**src/rtl/bringup_pkg.sv**
```systemverilog
package bringup_pkg;
    localparam int DATA_W = 32;
    localparam int ADDR_W = 8;
    localparam logic [7:0] OSCILLATOR_BIAS_VAL = 8'h4a;
    localparam int CLK_MHZ = 100;
    localparam int POLL_TIMEOUT_US = 1000;
    localparam int POLL_TIMEOUT_CYC = POLL_TIMEOUT_US * CLK_MHZ;
    localparam int INIT_TIME_US = 10;
    localparam int INIT_CYC = INIT_TIME_US * CLK_MHZ;
    localparam int TRIM_CYC = 64;
    localparam int LOCK_CYC = 32;
    localparam int CAL_CYC = 128;
    // host command registers, word aligned
    localparam logic [ADDR_W-1:0] A_CTRL = 8'h00;
    localparam logic [ADDR_W-1:0] A_STATUS = 8'h04;
    localparam logic [ADDR_W-1:0] A_PLLCFG = 8'h08;
    localparam logic [ADDR_W-1:0] A_LINKCFG = 8'h0c;
    localparam logic [ADDR_W-1:0] A_CALCFG = 8'h10;
    // ctrl bits
    localparam int C_START = 0;
    localparam int C_STRAP_PLL = 1;
    localparam int C_STRAP_SE = 2;
    localparam int C_PWRDN = 3;
    localparam int C_TRIM_AUTO = 4;
    localparam int C_AUX_EN = 5;
    localparam int C_OVERRANGE_ENABLE = 6;
    localparam int C_PINTRIG = 7;
    // status bits
    localparam int S_BUSY = 0;
    localparam int S_DONE = 1;
    localparam int S_ERR = 2;
    localparam int S_VALID = 3;
    localparam int S_CALDONE = 4;
    localparam int S_STEP = 8;
    // linkcfg: mode[3:0], k-1[11:4], syncsel[12]
    localparam int L_SYNCSEL = 12;
    localparam int MODE_W = 4;
    localparam int K_W = 8;
    // modes below this value use 8b/10b
    localparam logic [3:0] MODE_FIRST_66 = 4'h8;
    // device register set reached over the link
    typedef enum logic [3:0] {
        DR_SOFT_RESET, DR_PLL_RESET, DR_OSC_BIAS, DR_PLL_DIV, DR_TRIM_CAL, DR_TRIM_VAL,
        DR_LINK_EN, DR_CAL_EN, DR_MODE, DR_KM1, DR_SYNC_SEL, DR_CAL_CFG, DR_AUX_CTRL,
        DR_OVR, DR_CAL_TRIG, DR_STATUS
    } dev_reg_t;
    localparam int DST_INIT = 0;
    localparam int DST_TRIM = 1;
    localparam int DST_LOCK = 2;
    localparam int DST_FG = 3;
endpackage : bringup_pkg

```
**src/rtl/bringup_if.sv**
```systemverilog
`timescale 1ns/1ps
interface bringup_if;
    import bringup_pkg::*;
    logic pllStrap;
    logic refSelStrap;
    logic powerDownPin;
    logic wrEn;
    bringup_pkg::dev_reg_t regAddr;
    logic [15:0] wrData;
    logic [15:0] rdData;
    logic calTriggerPin;
    logic calStatusPin;
    logic syncReq;
    logic syncSePin;
    logic tmstpPin;
    logic linkUp;
    modport host (output pllStrap, refSelStrap, powerDownPin, wrEn, regAddr, wrData,
        calTriggerPin, syncSePin, tmstpPin, input rdData, calStatusPin, syncReq, linkUp);
    modport device (input pllStrap, refSelStrap, powerDownPin, wrEn, regAddr, wrData,
        calTriggerPin, syncSePin, tmstpPin, output rdData, calStatusPin, syncReq, linkUp);
endinterface : bringup_if

```
**src/rtl/bringup_host.sv**
```systemverilog
`timescale 1ns/1ps
module bringup_host (
    input wire logic clk,
    input wire logic sys_rst,
    input wire logic psel,
    input wire logic penable,
    input wire logic pwrite,
    input wire logic [bringup_pkg::ADDR_W-1:0] paddr,
    input wire logic [bringup_pkg::DATA_W-1:0] pwdata,
    output logic [bringup_pkg::DATA_W-1:0] prdata,
    output logic pready,
    output logic pslverr,
    bringup_if.host link
);
    import bringup_pkg::*;
    // Summary of operation
    // strap pll pin: high uses pll
    // single-ended reference only with pll enabled
    // keep power-down low while clocks needed
    // stable reference before software reset
    // reset, then poll startup flag
    // pll reset, bias 0x4a, dividers
    // auto trim, or manual trim value
    // release pll reset starts trim
    // no pll: skip pll steps
    // stop link before link settings
    // stop calibration before calibration settings
    // multiframe length written as k-1
    // sync source pin selection
    // calibration mode and offset choice
    // optional aux clock output setup
    // confirm trim done and lock
    // cal enable, overrange, then link enable
    // software trigger written zero then one
    // pin trigger low then high
    // completion drives status pin and bit
    // sync used only in 8b/10b
    // valid after link up and calibration
    // every poll has a timeout
    typedef enum {
        IDLE, RST, POLL_INIT, PLL_RST, BIAS, DIV, TRIM, TRIM_VAL, PLL_REL, LINK_OFF, CAL_OFF,
        MODE, KM1, SYNC, CALCFG, AUX, POLL_LOCK, CAL_ON, OVR, LINK_ON, TRIG0, TRIG1,
        PIN_LO, PIN_HI, POLL_CAL, DONE, ERR
    } step_t;
    step_t step_r;
    logic [DATA_W-1:0] ctrl_r, pllCfg_r, linkCfg_r, calCfg_r;
    logic [31:0] timer_r;
    logic wait_r, valid_r, cs1_r, cs2_r, lu1_r, lu2_r;
    logic startReq;
    // straps must see the control word written together with start, not the stale one
    logic [DATA_W-1:0] ctrlNow;
    logic [15:0] st;

    assign st = link.rdData;
    assign ctrlNow = (psel && penable && pwrite && paddr == A_CTRL) ? pwdata : ctrl_r;
    assign startReq = psel && penable && pwrite && paddr == A_CTRL && pwdata[C_START];
    // apb slave, zero wait states
    always_ff @(posedge clk or posedge sys_rst) begin
        if (sys_rst) begin
            ctrl_r <= '0;
            pllCfg_r <= '0;
            linkCfg_r <= '0;
            calCfg_r <= '0;
            prdata <= '0;
            pready <= 1'b0;
            pslverr <= 1'b0;
        end else begin
            pready <= psel && !penable;
            pslverr <= 1'b0;
            if (psel && !penable) begin
                pslverr <= !(paddr inside {A_CTRL, A_STATUS, A_PLLCFG, A_LINKCFG, A_CALCFG});
                unique case (paddr)
                    A_CTRL: prdata <= ctrl_r;
                    A_STATUS: prdata <= {16'h0000, 8'(step_r), 3'h0, cs2_r,
                        valid_r, step_r == ERR, step_r == DONE, step_r != IDLE};
                    A_PLLCFG: prdata <= pllCfg_r;
                    A_LINKCFG: prdata <= linkCfg_r;
                    A_CALCFG: prdata <= calCfg_r;
                    default: prdata <= '0;
                endcase
            end
            if (psel && penable && pwrite) begin
                unique case (paddr)
                    A_CTRL: ctrl_r <= pwdata;
                    A_PLLCFG: pllCfg_r <= pwdata;
                    A_LINKCFG: linkCfg_r <= pwdata;
                    A_CALCFG: calCfg_r <= pwdata;
                    default: ;
                endcase
            end
        end
    end
    always_ff @(posedge clk or posedge sys_rst) begin
        if (sys_rst) begin
            cs1_r <= 1'b0;
            cs2_r <= 1'b0;
            lu1_r <= 1'b0;
            lu2_r <= 1'b0;
        end else begin
            cs1_r <= link.calStatusPin;
            cs2_r <= cs1_r;
            lu1_r <= link.linkUp;
            lu2_r <= lu1_r;
        end
    end
    // straps and power-down follow control only in IDLE, never re-entered after start; power-down is C_PWRDN held low while aux is enabled
    always_ff @(posedge clk or posedge sys_rst) begin
        if (sys_rst) begin
            link.pllStrap <= 1'b0;
            link.refSelStrap <= 1'b0;
            link.powerDownPin <= 1'b0;
            link.syncSePin <= 1'b0;
            link.tmstpPin <= 1'b0;
        end else if (step_r == IDLE) begin
            link.pllStrap <= ctrlNow[C_STRAP_PLL];
            link.refSelStrap <= ctrlNow[C_STRAP_SE] && ctrlNow[C_STRAP_PLL];
            link.powerDownPin <= ctrlNow[C_PWRDN] && !ctrlNow[C_AUX_EN];
            link.syncSePin <= linkCfg_r[L_SYNCSEL + 1];
            link.tmstpPin <= linkCfg_r[L_SYNCSEL + 2];
        end
    end
    // sequencer: at most one device write per step, polls bounded by timer
    always_ff @(posedge clk or posedge sys_rst) begin
        if (sys_rst) begin
            step_r <= IDLE;
            timer_r <= '0;
            wait_r <= 1'b0;
            valid_r <= 1'b0;
            link.wrEn <= 1'b0;
            link.regAddr <= DR_STATUS;
            link.wrData <= 16'h0000;
            link.calTriggerPin <= 1'b0;
        end else begin
            link.wrEn <= 1'b0;
            link.regAddr <= DR_STATUS;
            timer_r <= timer_r + 32'h1;
            // poll timeout
            if (timer_r >= 32'(POLL_TIMEOUT_CYC) &&
                step_r inside {POLL_INIT, POLL_LOCK, POLL_CAL}) step_r <= ERR;
            else unique case (step_r)
                IDLE: if (startReq) begin
                    step_r <= RST;
                    valid_r <= 1'b0;
                end
                RST: begin
                    link.wrEn <= 1'b1;
                    link.regAddr <= DR_SOFT_RESET;
                    link.wrData <= 16'h0001;
                    timer_r <= '0;
                    step_r <= POLL_INIT;
                end
                POLL_INIT: if (st[DST_INIT] && timer_r > 32'h2)
                    step_r <= link.pllStrap ? PLL_RST : LINK_OFF;
                PLL_RST: begin
                    link.wrEn <= 1'b1;
                    link.regAddr <= DR_PLL_RESET;
                    link.wrData <= 16'h0001;
                    step_r <= BIAS;
                end
                BIAS: begin
                    link.wrEn <= 1'b1;
                    link.regAddr <= DR_OSC_BIAS;
                    link.wrData <= {8'h00, OSCILLATOR_BIAS_VAL};
                    step_r <= DIV;
                end
                DIV: begin
                    link.wrEn <= 1'b1;
                    link.regAddr <= DR_PLL_DIV;
                    link.wrData <= pllCfg_r[15:0];
                    step_r <= TRIM;
                end
                TRIM: begin
                    link.wrEn <= 1'b1;
                    link.regAddr <= DR_TRIM_CAL;
                    link.wrData <= {15'h0000, ctrl_r[C_TRIM_AUTO]};
                    step_r <= ctrl_r[C_TRIM_AUTO] ? PLL_REL : TRIM_VAL;
                end
                TRIM_VAL: begin
                    link.wrEn <= 1'b1;
                    link.regAddr <= DR_TRIM_VAL;
                    link.wrData <= pllCfg_r[31:16];
                    step_r <= PLL_REL;
                end
                PLL_REL: begin
                    link.wrEn <= 1'b1;
                    link.regAddr <= DR_PLL_RESET;
                    link.wrData <= 16'h0000;
                    step_r <= LINK_OFF;
                end
                LINK_OFF: begin
                    link.wrEn <= 1'b1;
                    link.regAddr <= DR_LINK_EN;
                    link.wrData <= 16'h0000;
                    step_r <= CAL_OFF;
                end
                CAL_OFF: begin
                    link.wrEn <= 1'b1;
                    link.regAddr <= DR_CAL_EN;
                    link.wrData <= 16'h0000;
                    step_r <= MODE;
                end
                MODE: begin
                    link.wrEn <= 1'b1;
                    link.regAddr <= DR_MODE;
                    link.wrData <= 16'(linkCfg_r[MODE_W-1:0]);
                    step_r <= KM1;
                end
                KM1: begin
                    link.wrEn <= 1'b1;
                    link.regAddr <= DR_KM1;
                    link.wrData <= 16'(linkCfg_r[MODE_W +: K_W]);
                    step_r <= SYNC;
                end
                SYNC: begin
                    link.wrEn <= 1'b1;
                    link.regAddr <= DR_SYNC_SEL;
                    link.wrData <= {15'h0000, linkCfg_r[L_SYNCSEL]};
                    step_r <= CALCFG;
                end
                CALCFG: begin
                    link.wrEn <= 1'b1;
                    link.regAddr <= DR_CAL_CFG;
                    link.wrData <= calCfg_r[15:0];
                    step_r <= AUX;
                end
                AUX: begin
                    link.wrEn <= ctrl_r[C_AUX_EN];
                    link.regAddr <= DR_AUX_CTRL;
                    link.wrData <= calCfg_r[31:16];
                    timer_r <= '0;
                    step_r <= link.pllStrap ? POLL_LOCK : CAL_ON;
                end
                POLL_LOCK: if (st[DST_TRIM] && st[DST_LOCK] && timer_r > 32'h2)
                    step_r <= CAL_ON;
                CAL_ON: begin
                    link.wrEn <= 1'b1;
                    link.regAddr <= DR_CAL_EN;
                    link.wrData <= 16'h0001;
                    step_r <= OVR;
                end
                OVR: begin
                    link.wrEn <= 1'b1;
                    link.regAddr <= DR_OVR;
                    link.wrData <= {15'h0000, ctrl_r[C_OVERRANGE_ENABLE]};
                    step_r <= LINK_ON;
                end
                LINK_ON: begin
                    link.wrEn <= 1'b1;
                    link.regAddr <= DR_LINK_EN;
                    link.wrData <= 16'h0001;
                    step_r <= TRIG0;
                end
                TRIG0: begin
                    link.wrEn <= 1'b1;
                    link.regAddr <= DR_CAL_TRIG;
                    link.wrData <= {14'h0000, ctrl_r[C_PINTRIG], 1'b0};
                    step_r <= ctrl_r[C_PINTRIG] ? PIN_LO : TRIG1;
                end
                TRIG1: begin
                    link.wrEn <= 1'b1;
                    link.regAddr <= DR_CAL_TRIG;
                    link.wrData <= 16'h0001;
                    timer_r <= '0;
                    step_r <= POLL_CAL;
                end
                PIN_LO: begin
                    link.calTriggerPin <= 1'b0;
                    if (timer_r[3]) step_r <= PIN_HI;
                end
                PIN_HI: begin
                    link.calTriggerPin <= 1'b1;
                    timer_r <= '0;
                    step_r <= POLL_CAL;
                end
                // status pin from an earlier run needs this long to drop through sync
                POLL_CAL: if (timer_r > 32'h8 && (calCfg_r[0] ? st[DST_FG] : cs2_r)) begin
                    step_r <= DONE;
                end
                DONE: begin
                    // sync matters only in 8b/10b, linkUp covers both
                    valid_r <= lu2_r && !startReq;
                    if (startReq) step_r <= RST;
                end
                ERR: if (startReq) step_r <= RST;
            endcase
        end
    end
endmodule : bringup_host

```
**src/flat_wrapper.sv**
```systemverilog
// flat-port wrapper written by rule: the top's interface ports become plain ports
module bringup_host_flat import bringup_pkg::*;
  (clk, sys_rst, psel, penable, pwrite, paddr, pwdata, prdata, pready, pslverr, link_pllStrap, link_refSelStrap, link_powerDownPin, link_wrEn, link_regAddr, link_wrData, link_calTriggerPin, link_syncSePin, link_tmstpPin, link_rdData, link_calStatusPin, link_syncReq, link_linkUp);
  bringup_if link_i ();
  input wire logic clk;
  input wire logic sys_rst;
  input wire logic psel;
  input wire logic penable;
  input wire logic pwrite;
  input wire logic [bringup_pkg::ADDR_W-1:0] paddr;
  input wire logic [bringup_pkg::DATA_W-1:0] pwdata;
  output logic [bringup_pkg::DATA_W-1:0] prdata;
  output logic pready;
  output logic pslverr;
  output wire logic [$bits(link_i.pllStrap)-1:0] link_pllStrap;
  output wire logic [$bits(link_i.refSelStrap)-1:0] link_refSelStrap;
  output wire logic [$bits(link_i.powerDownPin)-1:0] link_powerDownPin;
  output wire logic [$bits(link_i.wrEn)-1:0] link_wrEn;
  output wire logic [$bits(link_i.regAddr)-1:0] link_regAddr;
  output wire logic [$bits(link_i.wrData)-1:0] link_wrData;
  output wire logic [$bits(link_i.calTriggerPin)-1:0] link_calTriggerPin;
  output wire logic [$bits(link_i.syncSePin)-1:0] link_syncSePin;
  output wire logic [$bits(link_i.tmstpPin)-1:0] link_tmstpPin;
  input wire logic [$bits(link_i.rdData)-1:0] link_rdData;
  input wire logic [$bits(link_i.calStatusPin)-1:0] link_calStatusPin;
  input wire logic [$bits(link_i.syncReq)-1:0] link_syncReq;
  input wire logic [$bits(link_i.linkUp)-1:0] link_linkUp;
  assign link_pllStrap = link_i.pllStrap;
  assign link_refSelStrap = link_i.refSelStrap;
  assign link_powerDownPin = link_i.powerDownPin;
  assign link_wrEn = link_i.wrEn;
  assign link_regAddr = link_i.regAddr;
  assign link_wrData = link_i.wrData;
  assign link_calTriggerPin = link_i.calTriggerPin;
  assign link_syncSePin = link_i.syncSePin;
  assign link_tmstpPin = link_i.tmstpPin;
  assign link_i.rdData = link_rdData;
  assign link_i.calStatusPin = link_calStatusPin;
  assign link_i.syncReq = link_syncReq;
  assign link_i.linkUp = link_linkUp;
  bringup_host u_core (.clk(clk), .sys_rst(sys_rst), .psel(psel), .penable(penable), .pwrite(pwrite), .paddr(paddr), .pwdata(pwdata), .prdata(prdata), .pready(pready), .pslverr(pslverr), .link(link_i));
endmodule
```
**config.mk**
```make
export PLATFORM = sky130hd
export DESIGN_NAME = bringup_host_flat
export DESIGN_NICKNAME = d
export VERILOG_FILES = /design/src/rtl/bringup_pkg.sv /design/src/rtl/bringup_if.sv /design/src/rtl/bringup_host.sv /design/src/flat_wrapper.sv
export SDC_FILE = /design/constraint.sdc
export NUM_CORES = 1
export LEC_CHECK = 0
export BUFFER_PORTS_ARGS = -buffer_cell sky130_fd_sc_hd__buf_2
export CORE_UTILIZATION = 27
export DETAILED_ROUTE_END_ITERATION = 10
export PLACE_DENSITY = 0.49
export SLEW_MARGIN = 20
export SYNTH_ARGS = -nofsm -noshare
export SYNTH_HDL_FRONTEND = slang
export SYNTH_SLANG_ARGS = --single-unit
```
**constraint.sdc**
```tcl
create_clock -name clk -period 9.7 [get_ports clk]
set_input_delay 1.455 -clock clk [delete_from_list [all_inputs] [get_ports clk]]
set_output_delay 1.455 -clock clk [all_outputs]
set_load 0.01 [all_outputs]
```
* Word level (Yosys, flattened, before mapping)
Index checks and enable logic that the tools add are counted.
** Storage, ports and cells
- Register bits :: 258
- Output and inout bits :: 61
- Word-level logic and storage cells :: 135
** Operators by class
- Add/sub/neg operators :: 1
- Magnitude comparators :: 3
- Equal/unequal tests :: 38
- Multiplexer cells :: 25
- Bitwise gates (word level) :: 1
- Reductions and logical operators :: 44
** Operators with widths (count)
- case mux 32 bit (24 select lines) :: 1
- == test 32 x 5 -> 1 bit, second input constant :: 11
- == test 32 x 4 -> 1 bit, second input constant :: 8
- 2-to-1 mux 32 bit :: 8
- case mux 16 bit (13 select lines) :: 1
- case mux 32 bit (5 select lines) :: 1
- == test 32 x 3 -> 1 bit, second input constant :: 4
- == test 32 x 2 -> 1 bit, second input constant :: 2
- == test 32 x 6 -> 1 bit, second input constant :: 2
- logical NOT 32 bit :: 2
- case mux 4 bit (15 select lines) :: 1
- adder 32 x 1 -> 32 bit, second input constant :: 1
- == test 32 x 1 -> 1 bit, second input constant :: 1
- greater-or-equal comparator 32 x 17 -> 1 bit, second input constant :: 1
- > comparator 32 x 2 -> 1 bit, second input constant :: 1
- > comparator 32 x 4 -> 1 bit, second input constant :: 1
- nonzero test 32 bit :: 1
- OR reduction 18 bit :: 1
- == test 8 x 4 -> 1 bit, second input constant :: 2
- logical AND 1 bit :: 13
- nonzero test 13 bit :: 1
- 2-to-1 mux 4 bit :: 3
- AND reduction 2 bit :: 6
- OR reduction 2 bit :: 5
- 20 further kinds :: 34

* Longest topological paths before layout
- Word-level depth :: 7
- Gate-level depth with buffers :: 8
- Gate-level depth less buffers :: 7

* Worst setup path before layout
OpenSTA, ideal clock, no wires.
- Path type :: input port to flip-flop
- Start point :: input port paddr[5] (netlist bit)
- End point :: register u_core.linkCfg_r[4]
- Setup time :: 0.125 ns
- Arrival :: 3.215 ns
- Required time :: 9.575 ns
- Path slack :: 6.360 ns
- Cell stages on the path :: 7
- Cell sequence :: or4_1 -> buf_2 -> nor4_4 -> and2_1 -> buf_2 -> buf_6 -> mux2_2
** On the way
- Longest elaborated chain between the ends :: 2
** RTL lines
- start: declaration :: line flat_wrapper.sv:10 : input wire logic [bringup_pkg::ADDR_W-1:0] paddr;
- == test 8 x 4 -> 1 bit :: line bringup_host.sv:83 : unique case (paddr)
- AND reduction 2 bit (no source line)
- end signal: assignment :: line bringup_host.sv:86 : A_LINKCFG: linkCfg_r <= pwdata;
- end: declaration :: line bringup_host.sv:46 : logic [DATA_W-1:0] ctrl_r, pllCfg_r, linkCfg_r, calCfg_r;
No other way between the ends.
A chain may end at the register's enable or synchronous reset.

* Worst setup path after layout
- Start point :: input port paddr[6] (netlist bit)
- End point :: register u_core.linkCfg_r[31]
Same word-level chain as after synthesis.

==> reports/qor.csv <==
metric,value,unit
top sig layer,met5,
dominant synthesized flop cell,dfrtp_1,
worst-case headroom to the max-slew limit,27.6,%
FF-to-FF setup slack,6.90,ns
CP required,10.11,ns
fmax,249,MHz
status,"finished, final reports clean",
antenna violations before repair,2,
met2 WL post-DR,16000,um
"Hold Vio Cnt, Final",0,
Mapped Cells,1012,
Iter 0 DRT Violations,780,
vias per inst,5.07,
Syn Nets,1078,
layout cell share with drive strength beyond 1,20.5,%
hold_ws,0.361,ns
number of setup buffers added after CTS,0,
max-cap viol count,0,
Worst VDD drop,0.0959,mV
Final min period,4.01,ns
Final Cell Area,0.0127,sq mm
Avg WL per Cell,20.7,um
Hold WC Path Type,flop to flop,
clk root buf,clkbuf_16,
Slowest cell on crit path,and2_2,
Die X,203,um
WHS Endpoint,u_core.cs2_r,
HPWL after detailed placement,21700,um
synth warn,0,
# H-tree levels,1,
DIE AREA,0.0410,sq mm
via count,8314,
Critical Path Start Type,input pin,
final wirelength,33900,um
worst-path fanout max,33,
Clock Pin Slew Worst Setup and Hold Paths,0.06,ns
1st-pass router iterations,5,
final cycle utilization of the critical path,41.4,%
Die H,203,um
CTS Buffer Depth,3,
area of the mapped netlist,0.0109,sq mm
PwrDens,201,mW/mm^2
CTS Buf Count,25,
Post-synth ARST share,100,%
# fillers,4053,
"Arr. time, crit path",4.43,ns
post-cts resize count,0,
cell area after placement,0.0119,sq mm
Ant. Diodes,0,
io pins,125,
wire length on met1,15800,um
fin. max-slew vios,0,
final setup fails,0,
CTS tree,yes,
CORE AREA,0.0397,sq mm
routability cong.,0.805,
Static Leak,6.19,nW
Initial Util,27.3,%
hold-critical path depth,0,
skew final,0.00818,ns
cts hold-fix bufs,0,
count of cell types in the netlist,65,
Port Buf Inserts,111,
r2r endpoint,u_core.link.wrData[1],
# DRC,0,
Clock Latency Late Sink,0.53,ns
Cell Rows,73,
met3 wire length,1450,um
Crit path largest cell delay,0.93,ns
area growth from synthesis to layout,17.0,%
syn_area_per_cell,10.7,sq um
pin count of the biggest net entering global routing,95,
DRT antenna net count,0,
Post-synth EDFFs,0,
Critical R2R Launch,u_core.step_r[2],
worst hold start,u_core.cs1_r,
register area share after synthesis,53.3,%
number of global-route vias before repair,8493,
Least-Margin Pin Slew,1.09,ns
Sink Count,231,
#FFs+latches synth,231,
nets,1163,
GR Util All Layers,16.4,%
RSZ-0062 raised after global routing,no,
post-route setup TNS,0,ns
CP Class,input pin to flop,
Congestion Overflow GR,0,
first-pass GRT wire length,52300,um
worst reg2reg path depth,5,
Worst setup EP type,flop,
worst path cell trace,"buf_2, or4_1, nor4_4, buf_4, and2_2, mux2_2",
-- layer usage --
layer / track usage (%) / vias up
met1: 22.8 / 4246
met4: 3.65 / 4
li1: - / 3845
met3: 2.47 / 40
met5: 0 / -
met2: 26.9 / 179
-- registers in the layout, summed over array words and instances (netlist names), 4 cells and up --
register / flops
u_core.calCfg_r: 32
u_core.ctrl_r: 32
u_core.link.regAddr: 4
u_core.link.wrData: 16
u_core.linkCfg_r: 32
u_core.pllCfg_r: 32
u_core.prdata: 32
u_core.step_r: 5
u_core.timer_r: 32
-- cell usage after synthesis, drive strengths merged (9+ instances only) --
cell type  instances  area share (%)
buf               22             1.4
and3              13            0.75
a222oi            31             2.9
a22o              23             1.9
nand3             27             1.2
nor4              15             1.3
clkbuf            47             1.6
mux2i              9            0.83
o21ai             33             1.5
nand4             10            0.58
nor2b             12            0.69
dfrtp            227              52
nor3              18            0.83
mux2             100              10
xnor2             20             1.6
a221oi            11            0.89
a22oi             29             2.0
nand2            186             6.4
inv               15            0.52
nor2              53             1.8
a21oi             20            0.92
-- power by group --
part	internal (mW)	total [mW]	switching, mW
clock network	0.548	0.938	0.391
registers	1.02	1.10	0.0748
logic	0.168	0.513	0.345
-- worst max path at each step --
stage                         from                    to  cells after the start
after floorplan            sys_rst    u_core.calCfg_r[0]                      1
after global placement    paddr[6]  u_core.linkCfg_r[31]                      6
after detailed placement  paddr[6]  u_core.linkCfg_r[31]                      6
after CTS                 paddr[6]   u_core.linkCfg_r[4]                      6
after global routing      paddr[6]   u_core.linkCfg_r[8]                      6
final                     paddr[6]  u_core.linkCfg_r[31]                      6
-- per-stage QoR --
stage	cells	utilization (%)	total power [mW]	worst slack, ns
6_report	1639	32.0	2.55	5.69
5_1_grt	1639	32.0	2.68	5.57
3_5_place_dp	1595	30.0	1.63	5.10
4_1_cts	1639	32.0	2.58	5.66
3_3_place_gp	1595	30.0	1.63	5.12
2_1_floorplan	1012	-	1.43	1.92
-- placed cells by master, fill, tap and decap left out, types with 6 or more instances in the layout --
cell type    n
a22o_1      23
and3_1      12
a222oi_1    31
a22oi_1     29
nand4_1     10
xnor2_1     20
mux2i_1      9
a221oi_1    11
xor2_1       8
o2bb2ai_1    8
clkbuf_1     9
nor2_1      52
mux2_1      57
clkbuf_8     6
nand3_1     26
nor3_1      16
mux2_2      43
nor2b_1     12
inv_1       14
a21oi_1     20
clkbuf_16   25
nor4_1      11
nand2b_1     7
buf_2      111
nand2_1    186
buf_4       16
o21ai_0     30
dfrtp_1    227
-- worst max-delay path: cells and delay by family --
| kind | cells | cell delay, ns |
|---|---|---|
| muxes | 1 | 0.41 |
| buffers and inverters | 2 | 0.59 |
| and+or+nand+nor | 3 | 1.93 |
-- area by class of cell --
class / instances / area [sq um] / share of cell area (%)
inverter: 15 / 63.8 / 0.502
timing repair buffer: 127 / 676 / 5.32
sequential: 231 / 5790 / 45.5
multi-input combinational: 697 / 4730 / 37.2
clock buffer: 40 / 742 / 5.84
tap: 525 / 657 / 5.17
clock inverter: 4 / 51.3 / 0.404
-- kinds of logic after synthesis --
logic type | synth area share (%)
and+or+nand+nor | 16.3
DFF | 53.3
AOI/OAI and AO/OA | 13.1
muxes | 11.2
buffers and inverters | 3.57
xor gates and xnor gates | 2.26
adders and majority gates | 0.230
Power figures use the tool's default switching activity.
